**src/verilog/clock_gen_pkg.sv**
```systemverilog
// Behaviour
// - Reset enters self-clocked mode, oscillator free-running.
// - Off mode holds main clock static on stop.
// - Internal-engaged mode multiplies the internal reference.
// - Unlocked engaged state keeps adjusting until lock.
// - Bypassed mode drives clock from external source.
// - External-engaged mode multiplies the external reference.
// - External first write reserves reference pin by select.
// - Oscillator output pin used only after external write.
// - High-gain bit selects higher amplitude oscillator.
// - Post divider offers eight divisors /1 to /128.
// - Loop output limited to 8 to 40 MHz.
// - Reference or lock loss requests reset or interrupt.
// - Oscillator setting kept across stop.
// - Oscillator holds frequency when reference is lost.
// - Loop output engages automatically after lock.
// - Non-running clock sources cannot be selected, except external-engaged from an engaged mode.
// - Status reports lock, lock loss, reference validity.
// - Internal 243 kHz reference takes software trim.
// - Half-rate 12.5 MHz reference clocks the debug controller.
// - Separate self-clocked source for periodic interrupt.
// - Fixed-frequency enable output beside other clocks.
// - Two oscillator ranges, 32 kHz and 16 MHz.
// - Range sets loop prescale to 64 or 1.
// - Internal first write blocks later external modes.
// - Bypass waits for valid external clock status.
// - Gain, range, reference select are write-once.
package clock_gen_pkg;
   localparam int CLK_KHZ         = 25000;
   localparam int IREF_KHZ        = 243;
   localparam int IREF_CYC        = CLK_KHZ / IREF_KHZ;
   localparam int IREF_BASE       = IREF_CYC - 32;
   localparam int DEBUG_KHZ       = 8000;
   localparam int DEBUG_HALF_CYC  = (CLK_KHZ / (2 * DEBUG_KHZ) < 1) ? 1 : CLK_KHZ / (2 * DEBUG_KHZ);
   localparam int DCO_MIN_MHZ     = 8;
   localparam int DCO_MAX_MHZ     = 40;
   localparam int DCO_SCALE       = 5;
   localparam logic [15:0] DCO_MIN   = 16'((DCO_MIN_MHZ * 65536) / (CLK_KHZ / 1000 * DCO_SCALE));
   localparam logic [15:0] DCO_MAX   = 16'((DCO_MAX_MHZ * 65536) / (CLK_KHZ / 1000 * DCO_SCALE));
   localparam logic [15:0] DCO_RESET = 16'h2000;
   localparam logic [7:0]  TRIM_RESET = 8'h80;
   localparam logic [5:0]  PRESCALE_LOW  = 6'd63;
   localparam logic [5:0]  PRESCALE_HIGH = 6'd0;
   localparam logic [15:0] MULT_UNIT     = 16'h0004;
   localparam logic [15:0] LOCK_TOL      = 16'h0001;
   localparam logic [15:0] UNLOCK_TOL    = 16'h0004;
   localparam logic [2:0]  LOCK_WINDOWS  = 3'h4;
   localparam logic [2:0] ADDR_CTRL1  = 3'h0;
   localparam logic [2:0] ADDR_CTRL2  = 3'h1;
   localparam logic [2:0] ADDR_STATUS = 3'h2;
   localparam logic [2:0] ADDR_DCO_HI = 3'h3;
   localparam logic [2:0] ADDR_DCO_LO = 3'h4;
   localparam logic [2:0] ADDR_TRIM   = 3'h5;
   localparam int C1_HGO     = 7;
   localparam int C1_RANGE   = 6;
   localparam int C1_EXT_REFERENCE_SELECT    = 5;
   localparam int C1_CLOCK_MODE_SELECT_HI = 4;
   localparam int C1_CLOCK_MODE_SELECT_LO = 3;
   localparam int C1_LOCD    = 1;
   localparam int C2_LOLRE   = 7;
   localparam int C2_MULT_LO = 4;
   localparam int C2_LOCRE   = 3;
   localparam int C2_DIV_LO  = 0;
   localparam int ST_LOSS_CLOCK = 2;
   localparam int ST_LOCKED     = 3;
   localparam int ST_EXT_VALID  = 4;
   localparam int ST_LOSS_LOCK  = 5;
   localparam logic [1:0] CLOCK_MODE_SELECT_SELF    = 2'h0;
   localparam logic [1:0] CLOCK_MODE_SELECT_ENG_INT = 2'h1;
   localparam logic [1:0] CLOCK_MODE_SELECT_BYPASS  = 2'h2;
   localparam logic [1:0] CLOCK_MODE_SELECT_ENG_EXT = 2'h3;
   typedef enum logic [2:0] {
      MODE_OFF, MODE_SELF, MODE_ENG_UNLOCKED, MODE_ENG_LOCKED, MODE_BYPASS
   } mode_type;
endpackage : clock_gen_pkg

```
**src/verilog/clock_gen.sv**
```systemverilog
`timescale 1ns/1ps
`default_nettype none
module clock_gen
   import clock_gen_pkg::*;
#(
   parameter int RTI_CYC         = 25000,
   parameter int EXT_TIMEOUT_CYC = 256
) (
   input  wire logic       clk,
   input  wire logic       rst,
   input  wire logic [2:0] regAddr,
   input  wire logic [7:0] regWdata,
   input  wire logic       regWr,
   input  wire logic       regRd,
   output var  logic [7:0] regRdata,
   input  wire logic       stopReq,
   input  wire logic       extRefPinIn,
   output var  logic       oscOutPinOut,
   output var  logic       oscOutPinOe,
   output var  logic       mainClockOut,
   output var  logic       loopMultipliedClock,
   output var  logic       extReferenceClock,
   output var  logic       debugLocalClock,
   output var  logic       fixedFreqEnable,
   output var  logic       rtiClockTick,
   output var  logic       highAmplitudeOsc,
   output var  logic       extPinClockIn,
   output var  logic       extPinOscIn,
   output var  logic       lossResetRequest,
   output var  logic       lossInterruptRequest
);
   logic        firstDone_reg, extReserved_reg, hgo_reg, range_reg, ext_reference_select_reg, lossDetDis_reg;
   logic [1:0]  clock_mode_select_reg;
   logic        lolre_reg, locre_reg;
   logic [2:0]  mult_reg, div_reg;
   logic [7:0]  trim_reg;
   logic [15:0] dco_reg, acc_reg, winCnt_reg, extIdle_reg, rtiCnt_reg;
   logic [8:0]  irefCnt_reg;
   logic [1:0]  dbgCnt_reg;
   logic [5:0]  extPre_reg;
   logic [6:0]  divCnt_reg;
   logic [2:0]  lockRun_reg;
   logic        extPrev_reg, extValid_reg, locked_reg, lossLock_reg, lossClock_reg;
   mode_type    mode_reg, mode_next;

   logic        wrCtrl1, wrCtrl2, wrStatus, wrDcoHi, wrDcoLo, wrTrim;
   logic        irefTick, extEdge, extTimeout, extRefTick, refTick, dcoTick, srcTick, divTick;
   logic        engaged, engagedExt, withinTol, outsideTol, lolEvent, locEvent;
   logic [16:0] accSum;
   logic [15:0] target, absDiff;
   logic [8:0]  irefPeriod;
   logic [6:0]  divMask;
   logic [7:0]  statusWord;

   assign wrCtrl1  = regWr && regAddr == ADDR_CTRL1;
   assign wrCtrl2  = regWr && regAddr == ADDR_CTRL2;
   assign wrStatus = regWr && regAddr == ADDR_STATUS;
   assign wrDcoHi  = regWr && regAddr == ADDR_DCO_HI;
   assign wrDcoLo  = regWr && regAddr == ADDR_DCO_LO;
   assign wrTrim   = regWr && regAddr == ADDR_TRIM;

   // The pin role is fixed by the very first write, since the pin cannot be released later.
   always_ff @(posedge clk or posedge rst) begin
      if (rst) begin
         firstDone_reg   <= 1'b0;
         extReserved_reg <= 1'b0;
         hgo_reg         <= 1'b0;
         range_reg       <= 1'b0;
         ext_reference_select_reg        <= 1'b0;
         clock_mode_select_reg        <= CLOCK_MODE_SELECT_SELF;
         lossDetDis_reg  <= 1'b0;
      end else if (wrCtrl1) begin
         lossDetDis_reg <= regWdata[C1_LOCD];
         if (!firstDone_reg) begin
            firstDone_reg   <= 1'b1;
            hgo_reg         <= regWdata[C1_HGO];
            range_reg       <= regWdata[C1_RANGE];
            ext_reference_select_reg        <= regWdata[C1_EXT_REFERENCE_SELECT];
            extReserved_reg <= regWdata[C1_CLOCK_MODE_SELECT_HI];
            clock_mode_select_reg        <= regWdata[C1_CLOCK_MODE_SELECT_HI:C1_CLOCK_MODE_SELECT_LO];
         end else if (extReserved_reg || !regWdata[C1_CLOCK_MODE_SELECT_HI]) begin
            clock_mode_select_reg <= regWdata[C1_CLOCK_MODE_SELECT_HI:C1_CLOCK_MODE_SELECT_LO];
         end
      end
   end

   always_ff @(posedge clk or posedge rst) begin
      if (rst) begin
         lolre_reg <= 1'b0;
         locre_reg <= 1'b0;
         mult_reg  <= 3'h0;
         div_reg   <= 3'h0;
      end else if (wrCtrl2) begin
         lolre_reg <= regWdata[C2_LOLRE];
         locre_reg <= regWdata[C2_LOCRE];
         mult_reg  <= regWdata[C2_MULT_LO +: 3];
         div_reg   <= regWdata[C2_DIV_LO +: 3];
      end
   end

   always_ff @(posedge clk or posedge rst) begin
      if (rst) begin
         trim_reg <= TRIM_RESET;
      end else if (wrTrim) begin
         trim_reg <= regWdata;
      end
   end

   // Internal reference: the trim moves the period from 32 cycles below nominal to 31 cycles above it.
   assign irefPeriod = 9'(IREF_BASE) + {3'h0, trim_reg[7:2]};
   assign irefTick   = irefCnt_reg >= irefPeriod - 9'h001;

   always_ff @(posedge clk or posedge rst) begin
      if (rst) begin
         irefCnt_reg <= 9'h000;
      end else if (irefTick) begin
         irefCnt_reg <= 9'h000;
      end else begin
         irefCnt_reg <= irefCnt_reg + 9'h001;
      end
   end

   always_ff @(posedge clk or posedge rst) begin
      if (rst) begin
         dbgCnt_reg      <= 2'h0;
         debugLocalClock <= 1'b0;
      end else if (dbgCnt_reg >= 2'(DEBUG_HALF_CYC - 1)) begin
         dbgCnt_reg      <= 2'h0;
         debugLocalClock <= ~debugLocalClock;
      end else begin
         dbgCnt_reg <= dbgCnt_reg + 2'h1;
      end
   end

   // The interrupt timebase runs from its own counter so mode changes never disturb it.
   always_ff @(posedge clk or posedge rst) begin
      if (rst) begin
         rtiCnt_reg   <= 16'h0000;
         rtiClockTick <= 1'b0;
      end else if (rtiCnt_reg >= 16'(RTI_CYC - 1)) begin
         rtiCnt_reg   <= 16'h0000;
         rtiClockTick <= 1'b1;
      end else begin
         rtiCnt_reg   <= rtiCnt_reg + 16'h0001;
         rtiClockTick <= 1'b0;
      end
   end

   assign extEdge    = extReserved_reg && extRefPinIn && !extPrev_reg;
   assign extTimeout = !extEdge && extIdle_reg >= 16'(EXT_TIMEOUT_CYC - 1);

   always_ff @(posedge clk or posedge rst) begin
      if (rst) begin
         extPrev_reg  <= 1'b0;
         extIdle_reg  <= 16'h0000;
         extValid_reg <= 1'b0;
      end else begin
         // Track the pin even while unreserved, so a pin already high when reserved is no edge.
         extPrev_reg <= extRefPinIn;
         if (extEdge) begin
            extIdle_reg  <= 16'h0000;
            extValid_reg <= 1'b1;
         end else if (extTimeout) begin
            extValid_reg <= 1'b0;
         end else begin
            extIdle_reg <= extIdle_reg + 16'h0001;
         end
      end
   end

   always_ff @(posedge clk or posedge rst) begin
      if (rst) begin
         extPre_reg <= 6'h00;
      end else if (extEdge) begin
         extPre_reg <= extRefTick ? 6'h00 : extPre_reg + 6'h01;
      end
   end

   assign extRefTick = extEdge && extPre_reg >= (range_reg ? PRESCALE_HIGH : PRESCALE_LOW);
   assign engaged    = mode_reg == MODE_ENG_UNLOCKED || mode_reg == MODE_ENG_LOCKED;
   assign engagedExt = engaged && clock_mode_select_reg == CLOCK_MODE_SELECT_ENG_EXT;
   assign refTick    = engaged && (engagedExt ? extRefTick : irefTick);

   // Phase accumulator: each carry stands for several oscillator periods of the real loop.
   assign accSum  = {1'b0, acc_reg} + {1'b0, dco_reg};
   assign dcoTick = mode_reg != MODE_OFF && accSum[16];

   always_ff @(posedge clk or posedge rst) begin
      if (rst) begin
         acc_reg             <= 16'h0000;
         loopMultipliedClock <= 1'b0;
      end else if (mode_reg != MODE_OFF) begin
         acc_reg <= accSum[15:0];
         if (dcoTick) begin
            loopMultipliedClock <= ~loopMultipliedClock;
         end
      end
   end

   assign target     = 16'(({13'h0000, mult_reg} + 16'h0001) * MULT_UNIT);
   assign absDiff    = winCnt_reg > target ? winCnt_reg - target : target - winCnt_reg;
   assign withinTol  = absDiff <= LOCK_TOL;
   assign outsideTol = absDiff > UNLOCK_TOL;

   always_ff @(posedge clk or posedge rst) begin
      if (rst) begin
         winCnt_reg <= 16'h0000;
      end else if (refTick) begin
         winCnt_reg <= {15'h0000, dcoTick};
      end else if (dcoTick) begin
         winCnt_reg <= winCnt_reg + 16'h0001;
      end
   end

   // Without reference ticks nothing moves, so the frequency holds through a lost
   // reference and through stop.
   always_ff @(posedge clk or posedge rst) begin
      if (rst) begin
         dco_reg <= DCO_RESET;
      end else if (wrDcoHi) begin
         dco_reg <= {regWdata, dco_reg[7:0]};
      end else if (wrDcoLo) begin
         dco_reg <= {dco_reg[15:8], regWdata};
      end else if (refTick && !withinTol) begin
         if (winCnt_reg < target && dco_reg < DCO_MAX) begin
            dco_reg <= dco_reg + 16'h0001;
         end else if (winCnt_reg > target && dco_reg > DCO_MIN) begin
            dco_reg <= dco_reg - 16'h0001;
         end
      end
   end

   assign lolEvent = locked_reg && ((refTick && outsideTol) || (engagedExt && extTimeout));

   always_ff @(posedge clk or posedge rst) begin
      if (rst) begin
         locked_reg  <= 1'b0;
         lockRun_reg <= 3'h0;
      end else if (!engaged || lolEvent) begin
         locked_reg  <= 1'b0;
         lockRun_reg <= 3'h0;
      end else if (refTick) begin
         if (!withinTol) begin
            lockRun_reg <= 3'h0;
         end else if (lockRun_reg >= LOCK_WINDOWS - 3'h1) begin
            locked_reg <= 1'b1;
         end else begin
            lockRun_reg <= lockRun_reg + 3'h1;
         end
      end
   end

   // Non-running bypass is refused, as is external-engaged unless already engaged; the current mode stays, but off and bypass fall back to self-clocked.
   always_comb begin
      mode_next = mode_reg;
      if (stopReq) begin
         mode_next = MODE_OFF;
      end else begin
         case (clock_mode_select_reg)
            CLOCK_MODE_SELECT_SELF: begin
               mode_next = MODE_SELF;
            end
            CLOCK_MODE_SELECT_ENG_INT: begin
               mode_next = locked_reg ? MODE_ENG_LOCKED : MODE_ENG_UNLOCKED;
            end
            CLOCK_MODE_SELECT_BYPASS: begin
               if (extValid_reg) begin
                  mode_next = MODE_BYPASS;
               end else if (mode_reg == MODE_OFF || mode_reg == MODE_BYPASS) begin
                  mode_next = MODE_SELF;
               end
            end
            CLOCK_MODE_SELECT_ENG_EXT: begin
               if (extValid_reg || engagedExt) begin
                  mode_next = locked_reg ? MODE_ENG_LOCKED : MODE_ENG_UNLOCKED;
               end else if (mode_reg == MODE_OFF || mode_reg == MODE_BYPASS) begin
                  mode_next = MODE_SELF;
               end
            end
            default: begin
               mode_next = MODE_SELF;
            end
         endcase
      end
   end

   always_ff @(posedge clk or posedge rst) begin
      if (rst) begin
         mode_reg        <= MODE_SELF;
         fixedFreqEnable <= 1'b0;
      end else begin
         mode_reg        <= mode_next;
         fixedFreqEnable <= mode_next == MODE_ENG_LOCKED || mode_next == MODE_BYPASS;
      end
   end

   assign srcTick = mode_reg == MODE_BYPASS ? extEdge : dcoTick;
   assign divMask = 7'((8'h01 << div_reg) - 8'h01);
   assign divTick = mode_reg != MODE_OFF && srcTick && (divCnt_reg & divMask) == divMask;

   always_ff @(posedge clk or posedge rst) begin
      if (rst) begin
         divCnt_reg   <= 7'h00;
         mainClockOut <= 1'b0;
      end else if (mode_reg != MODE_OFF && srcTick) begin
         divCnt_reg <= divCnt_reg + 7'h01;
         if (divTick) begin
            mainClockOut <= ~mainClockOut;
         end
      end
   end

   assign locEvent = extValid_reg && extTimeout && !lossDetDis_reg && clock_mode_select_reg[1];

   // A new loss arriving with a clear keeps its flag.
   always_ff @(posedge clk or posedge rst) begin
      if (rst) begin
         lossLock_reg  <= 1'b0;
         lossClock_reg <= 1'b0;
      end else begin
         if (lolEvent) begin
            lossLock_reg <= 1'b1;
         end else if (wrStatus && regWdata[ST_LOSS_LOCK]) begin
            lossLock_reg <= 1'b0;
         end
         if (locEvent) begin
            lossClock_reg <= 1'b1;
         end else if (wrStatus && regWdata[ST_LOSS_CLOCK]) begin
            lossClock_reg <= 1'b0;
         end
      end
   end

   always_ff @(posedge clk or posedge rst) begin
      if (rst) begin
         lossResetRequest     <= 1'b0;
         lossInterruptRequest <= 1'b0;
      end else begin
         lossResetRequest     <= (lossLock_reg && lolre_reg) || (lossClock_reg && locre_reg);
         lossInterruptRequest <= (lossLock_reg && !lolre_reg) || (lossClock_reg && !locre_reg);
      end
   end

   always_ff @(posedge clk or posedge rst) begin
      if (rst) begin
         extReferenceClock <= 1'b0;
         extPinClockIn     <= 1'b0;
         extPinOscIn       <= 1'b0;
         oscOutPinOe       <= 1'b0;
         oscOutPinOut      <= 1'b0;
         highAmplitudeOsc  <= 1'b0;
      end else begin
         extReferenceClock <= extReserved_reg && extRefPinIn;
         extPinClockIn     <= extReserved_reg && !ext_reference_select_reg;
         extPinOscIn       <= extReserved_reg && ext_reference_select_reg;
         oscOutPinOe       <= extReserved_reg && ext_reference_select_reg;
         oscOutPinOut      <= extReserved_reg && ext_reference_select_reg && !extRefPinIn;
         highAmplitudeOsc  <= hgo_reg;
      end
   end

   always_comb begin
      statusWord                = 8'h00;
      statusWord[ST_LOSS_CLOCK] = lossClock_reg;
      statusWord[ST_LOCKED]     = locked_reg;
      statusWord[ST_EXT_VALID]  = extValid_reg;
      statusWord[ST_LOSS_LOCK]  = lossLock_reg;
   end

   always_ff @(posedge clk or posedge rst) begin
      if (rst) begin
         regRdata <= 8'h00;
      end else if (regRd) begin
         case (regAddr)
            ADDR_CTRL1:  regRdata <= {hgo_reg, range_reg, ext_reference_select_reg, clock_mode_select_reg, 1'b0,
                                      lossDetDis_reg, 1'b0};
            ADDR_CTRL2:  regRdata <= {lolre_reg, mult_reg, locre_reg, div_reg};
            ADDR_STATUS: regRdata <= statusWord;
            ADDR_DCO_HI: regRdata <= dco_reg[15:8];
            ADDR_DCO_LO: regRdata <= dco_reg[7:0];
            ADDR_TRIM:   regRdata <= trim_reg;
            default:     regRdata <= 8'h00;
         endcase
      end else begin
         regRdata <= 8'h00;
      end
   end
endmodule : clock_gen
`default_nettype wire

```
**config.mk**
```make
export PLATFORM = sky130hd
export DESIGN_NAME = clock_gen
export DESIGN_NICKNAME = d
export VERILOG_FILES = /design/src/verilog/clock_gen_pkg.sv /design/src/verilog/clock_gen.sv
export SDC_FILE = /design/constraint.sdc
export NUM_CORES = 1
export LEC_CHECK = 0
export ABC_AREA = 1
export BUFFER_PORTS_ARGS = -buffer_cell sky130_fd_sc_hd__buf_2
export CAP_MARGIN = 10
export CORE_MARGIN = 2
export CORE_UTILIZATION = 55
export CTS_BUF_LIST = sky130_fd_sc_hd__clkbuf_8
export CTS_CLUSTER_DIAMETER = 40
export DETAILED_ROUTE_END_ITERATION = 7
export PLACE_DENSITY = 0.72
export REMOVE_ABC_BUFFERS = 1
export SLEW_MARGIN = 20
export SYNTH_ARGS = -nofsm -noshare
export SYNTH_HDL_FRONTEND = slang
export SYNTH_SLANG_ARGS = --single-unit
```
**constraint.sdc**
```tcl
create_clock -name clk -period 14.25 [get_ports clk]
set_input_delay 2.1375 -clock clk [delete_from_list [all_inputs] [get_ports clk]]
set_output_delay 2.1375 -clock clk [all_outputs]
set_load 0.005 [all_outputs]
```
==> results of run 1 <==
## final cells by class
| cell class | instances | area share, % |
|---|---|---|
| clock inverter | 14 | 1.42 |
| tap | 229 | 2.62 |
| clock buffer | 18 | 2.27 |
| multi-input combinational | 996 | 49.7 |
| sequential | 157 | 36.0 |
| antenna | 1 | 0.0229 |
| timing repair buffer | 39 | 1.83 |
| inverter | 177 | 6.15 |
## worst max-delay path, stage by stage, from the launching register on
cell and delay, ps:
dfrtp_1 430, ha_1 230, xnor2_1 180, inv_1 70, ha_1 380, nand3_1 180, nand3_4 110, nor2_1 140
nand3_1 550, ha_1 620, a21oi_1 200, o21ai_0 120, a21oi_1 180, nor2_1 80, o21ai_0 160, nand2_1 90
or2_2 280, nand3_1 70, o21ai_0 80, nand3_1 100, nand2_1 70
## cell usage after synthesis, drive strengths merged (9+ instances only)
library cell,number
nand2,355
o22ai,20
inv,176
xor2,19
nor3,28
clkbuf,10
o21ai,85
nand4,21
dfrtp,154
nand3,103
a211oi,9
a31oi,9
xnor2,12
a21oi,71
ha,65
or2,9
nor3b,15
nor2,131
## power by group
part	switching (mW)	internal, mW	total (mW)
Sequential	0.114	0.547	0.661
Combinational	0.837	0.500	1.34
Clock	0.183	0.164	0.346
## stage by stage
step           power (mW)  worst slack (ps)
2_1_floorplan        1.69              7880
3_3_place_gp         1.96             10030
4_1_cts              2.33              9870
6_report             2.34              9840
3_5_place_dp         1.98              9890
5_1_grt              2.57              9410
## logic make-up (layout without fill, tap and decap cells)
group                      Yosys count  in the layout  share of synthesized area, %
AOI/OAI and AO/OA                  223            223                          12.5
xor gates and xnor gates            31             31                          2.68
adders and majority gates           68             68                          8.63
buffers and inverters              195            248                          7.50
DFF                                157            157                          38.9
other                                1              2                        0.0371
and+or+nand+nor                    673            673                          29.8
## final timing paths
check | startpoint | end | slack, ps | cells after the start
hold reg to reg | debugLocalClock$_DFF_PP0_ | debugLocalClock$_DFF_PP0_ | 410 | 1
setup / recovery | mult_reg[0]$_DFFE_PP0P_ | dco_reg[8]$_DFFE_PP0P_ | 9840 | 20
setup reg to reg | mult_reg[0]$_DFFE_PP0P_ | dco_reg[8]$_DFFE_PP0P_ | 9840 | 20
min in group asynchronous | rst | regRdata[6]$_DFF_PP0_ | 1810 | 2
hold / removal | debugLocalClock$_DFF_PP0_ | debugLocalClock$_DFF_PP0_ | 410 | 1
max in group asynchronous | rst | dco_reg[12]$_DFFE_PP0P_ | 10990 | 3
## routing by layer
| metal | global-route usage [%] | wire [µm] | vias up |
|---|---|---|---|
| met2 | 40.5 | 10800 | 283 |
| met5 | 0 | 0 | - |
| met4 | 8.63 | 712 | 0 |
| met1 | 35.1 | 11200 | 4141 |
| met3 | 5.13 | 1450 | 58 |
| li1 | - | - | 4541 |
==> metrics.cfg, run 1 <==
[detailed_routing]
wl_per_cell_um = 14.8
drt-initial-drc-count = 722
dr_total_vias = 9023
drtAntennaViolNets = 0
drc_errors = 0
routed_via_density = 5.53
wirelength_mm = 24.1
drt-pass1-iter-count = 6

[yosys]
ys_types = 56
synth_async_sr_flop_share_pct = 100
ys_warn_count = 0
synthCells = 1348
synth_area_leader_cell = dfrtp_1
synth_top_area_share_pct = 38.1
synth_area_leaders = dfrtp_1 38%, nand2_1 13%, ha_1 8.0%
syn_area_per_cell_um2 = 7.51
ys_seq_area_share_pct = 38.9
synth_area_um2 = 10100
ys.flop_type = dfrtp_1
synth_edf_count = 0
yosys_register_bits = 157

[sta]
fmax_ghz = 0.227
holdWs_ps = 415
fin_crit_sh_pct = 30.9
worstMarginPinSlew_ps = 920
rsz0062_at_grt = false
setup_violations = 0
clock_skew_ps = 15.2
slew_headroom_pct = 38.7
setup_tns_ps = 0
post-route-min-period_ps = 4410
slew_viol_final = 0
hold_viol = 0

[clock_network]
cts_buffers = 17
cts_sinks = 157
post_cts_buffers = 0
ctsRootBufferMaster = clkbuf_8
cts_tree = built
clk_latency_ps = 460
cts-htree-levels = 4
clkTransAtPathRegs_ps = 100
clk_path_buf_depth = 2
cts_resized = 0
cts-hold-fix-buffers = 0

[floorplanning]
die_h_um = 140
core_um2 = 18000
die-area_um2 = 19500
initial_core_util_pct = 56.2
rows = 49
pin_count = 38
dieWidth_um = 140

[cells_and_area]
multi_input_area_um2 = 5430
seqCellArea_um2 = 3930
drive_gt1_share_pct = 8.78
fill_cells = 1651
final_cell_area_um2 = 10900
fin_cells = 1631
area_growth_syn_to_layout_pct = 7.99
finalNetCount = 1473
layout_commonest_cell = nand2_1
utilization_pct = 60.6
layout_common_cells = 338 x nand2_1, 169 x inv_1, 154 x dfrtp_1, 123 x nor2_1, 100 x nand3_1

[worst_setup_path]
cp-end-kind = flop
start_kind = flop
required_ps = 14610
cp.arrival_ps = 4770
path_max_fanout = 18
worst-setup-path-type = reg2reg

[place]
routabilityCongestion = 0.947
port_buffers = 37
dp_cells = 1598
hpwl_mm = 18.1
place_area_um2 = 10500

[worst_hold_path]
hold_class = reg2reg

[global_route]
grt_pass1_vias = 8278
antenna_found_initial = 1
gr-usage-all-layers_pct = 25.5
grt_pass1_wl_mm = 40.3
grt_overflow = 0
grt_start_max_net_pins = 85

[pwr]
power.density_nw_per_um2 = 214
vdd_drop_max_mv = 0.138
p_leak_nw = 5.60

[run_status]
status = completed

[run]
cap_violations = 0

Note: power is estimated with default switching activity, not from simulation.
==> run 2, diff against run 1 <==
Clock period 14.25 ns to 4.5 ns, I/O delays scaled along.
==> run 2 against run 1 <==
Compared with the run above: sequential power rose to 3.1 times the previous value; worst hold slack got worse by 68 ps; die area did not move; total power rose to 3.2 times the previous value; highest routed layer unchanged; clock-buffer cell count rose by 1; first-iteration DRC count fell by 19%; combinational power rose to 3.1 times the previous value.
==> metrics.cfg, run 2 (synthesized netlist as in run 1, its figures left out) <==
[sta]
holdWs_ps = 347
fmax_ghz = 0.248
setup_violations = 0
slew_headroom_pct = 38.9
fin_crit_sh_pct = 89.5
clock_skew_ps = 13.3
worstMarginPinSlew_ps = 917
hold_viol = 0
slew_viol_final = 0
rsz0062_at_grt = false
post-route-min-period_ps = 4030

[worst_hold_path]
hold_class = in2reg
min_path_cells = 1

[clock_network]
ctsRootBufferMaster = clkbuf_8
cts_sinks = 157
cts_tree = built
cts_buffers = 17
post_cts_buffers = 0
cts_resized = 0
clk_path_buf_depth = 2
clk_latency_ps = 470
cts-hold-fix-buffers = 0
clkTransAtPathRegs_ps = 100
cts-htree-levels = 4

[place]
place_area_um2 = 10600
hpwl_mm = 18.7
port_buffers = 37
dp_cells = 1602
routabilityCongestion = 0.976

[worst_setup_path]
worst-setup-path-type = reg2reg
path_max_fanout = 11
start_kind = flop
cp.arrival_ps = 4390
cp_common_cell = nand3_1
cp-end-kind = flop
slowest_stage = dfrtp_1
ff2ff_path_depth = 22
crit_chain = ha_1 > xnor2_1 > inv_1 > ha_1 > nand3_1 > nand3_4 > nor2_1 > nand3_1 > buf_4 > ha_1 > a21oi_1 > o21a_1 > nand3_1 > nand3_1 > nand2_1 > nand3_1 > nand2_1 > or2_2 > nand3_1 > nand2_1 > nand3_1 > nand2_1
crit_path_max_incr_delay_ps = 430
required_ps = 4860

[cells_and_area]
area_growth_syn_to_layout_pct = 8.53
n_antenna_cell = 0
finalNetCount = 1477
drive_gt1_share_pct = 9.11
final_cell_area_um2 = 11000
layout_commonest_cell = nand2_1
utilization_pct = 60.9
layout_common_cells = 338 x nand2_1, 168 x inv_1, 154 x dfrtp_1, 123 x nor2_1, 100 x nand3_1
fin_cells = 1634

[run_status]
status = completed

[detailed_routing]
drc_errors = 0
drt-pass1-iter-count = 7
dr_total_vias = 8990
drt-initial-drc-count = 583
wirelength_mm = 24.4
drtAntennaViolNets = 0
wl_per_cell_um = 14.9
routed_via_density = 5.50

[pwr]
vdd_drop_max_mv = 0.445
power.density_nw_per_um2 = 679
p_leak_nw = 5.63
power_mw = 7.46

[global_route]
antenna_found_initial = 0
grt_start_max_net_pins = 104
grt_overflow = 0
grt_pass1_vias = 8443
gr-usage-all-layers_pct = 25.9
grt_pass1_wl_mm = 41.0

[floorplanning]
dieWidth_um = 140
die-area_um2 = 19500
core_um2 = 18000
pin_count = 38
die_h_um = 140
rows = 49
initial_core_util_pct = 56.2

[run]
cap_violations = 0

run 2: changes by cell type in the layout (fill, tap and decap cells not counted):
cell        change
inv_1           -1
buf_4           +4
clkinvlp_4      -2
inv_6           +1
clkinv_4        +2
clkinv_8        +1
clkbuf_8        +1
diode_2         -1
clkinv_2        -2
run 2: worst max-delay path: cells and delay by family (launching register included):
kind	cells	cell delay, ps
buf+inv	2	370
compound gates	2	300
simple gates	14	1690
flops	1	430
xor+xnor	1	180
fa+ha+maj	3	970
run 2: cell type report:
class	instances	area [µm²]
Multi-Input combinational cell	996	5430
Clock buffer	19	262
Fill cell	1649	7040
Sequential cell	157	3930
Clock inverter	13	169
Inverter	177	672
Tap cell	229	287
Timing Repair Buffer	43	230
run 2: final timing paths:
path                                      startpoint                    endpoint  slack, ps
max                          mult_reg[0]$_DFFE_PP0P_     dco_reg[14]$_DFFE_PP0P_        470
min                                      extRefPinIn       extPrev_reg$_DFF_PP0_        350
max reg2reg                  mult_reg[0]$_DFFE_PP0P_     dco_reg[14]$_DFFE_PP0P_        470
min reg2reg                debugLocalClock$_DFF_PP0_   debugLocalClock$_DFF_PP0_        420
max in group asynchronous                        rst       mode_reg[0]$_DFF_PP1_       3100
min in group asynchronous                        rst  lossResetRequest$_DFF_PP0_        390
run 2: report_power, final:
part           switching (mW)  internal (mW)  total [mW]
registers               0.346           1.73        2.08
clock network           0.611          0.547        1.16
logic                    2.62           1.60        4.22
total                    3.57           3.88        7.46
run 2: layer usage:
| layer | wire length, µm | global-route usage [%] |
|---|---|---|
| met4 | 691 | 9.16 |
| met5 | 0 | 0 |
| met3 | 1290 | 4.20 |
| met1 | 11100 | 35.1 |
| met2 | 11400 | 42.5 |
run 2: per-stage QoR:
step	setup TNS (ps)	setup WS, ps
floorplan	-62350	-405
finish	0	473
CTS	0	498
global placement	0	602
detailed placement	0	509
global route	0	149
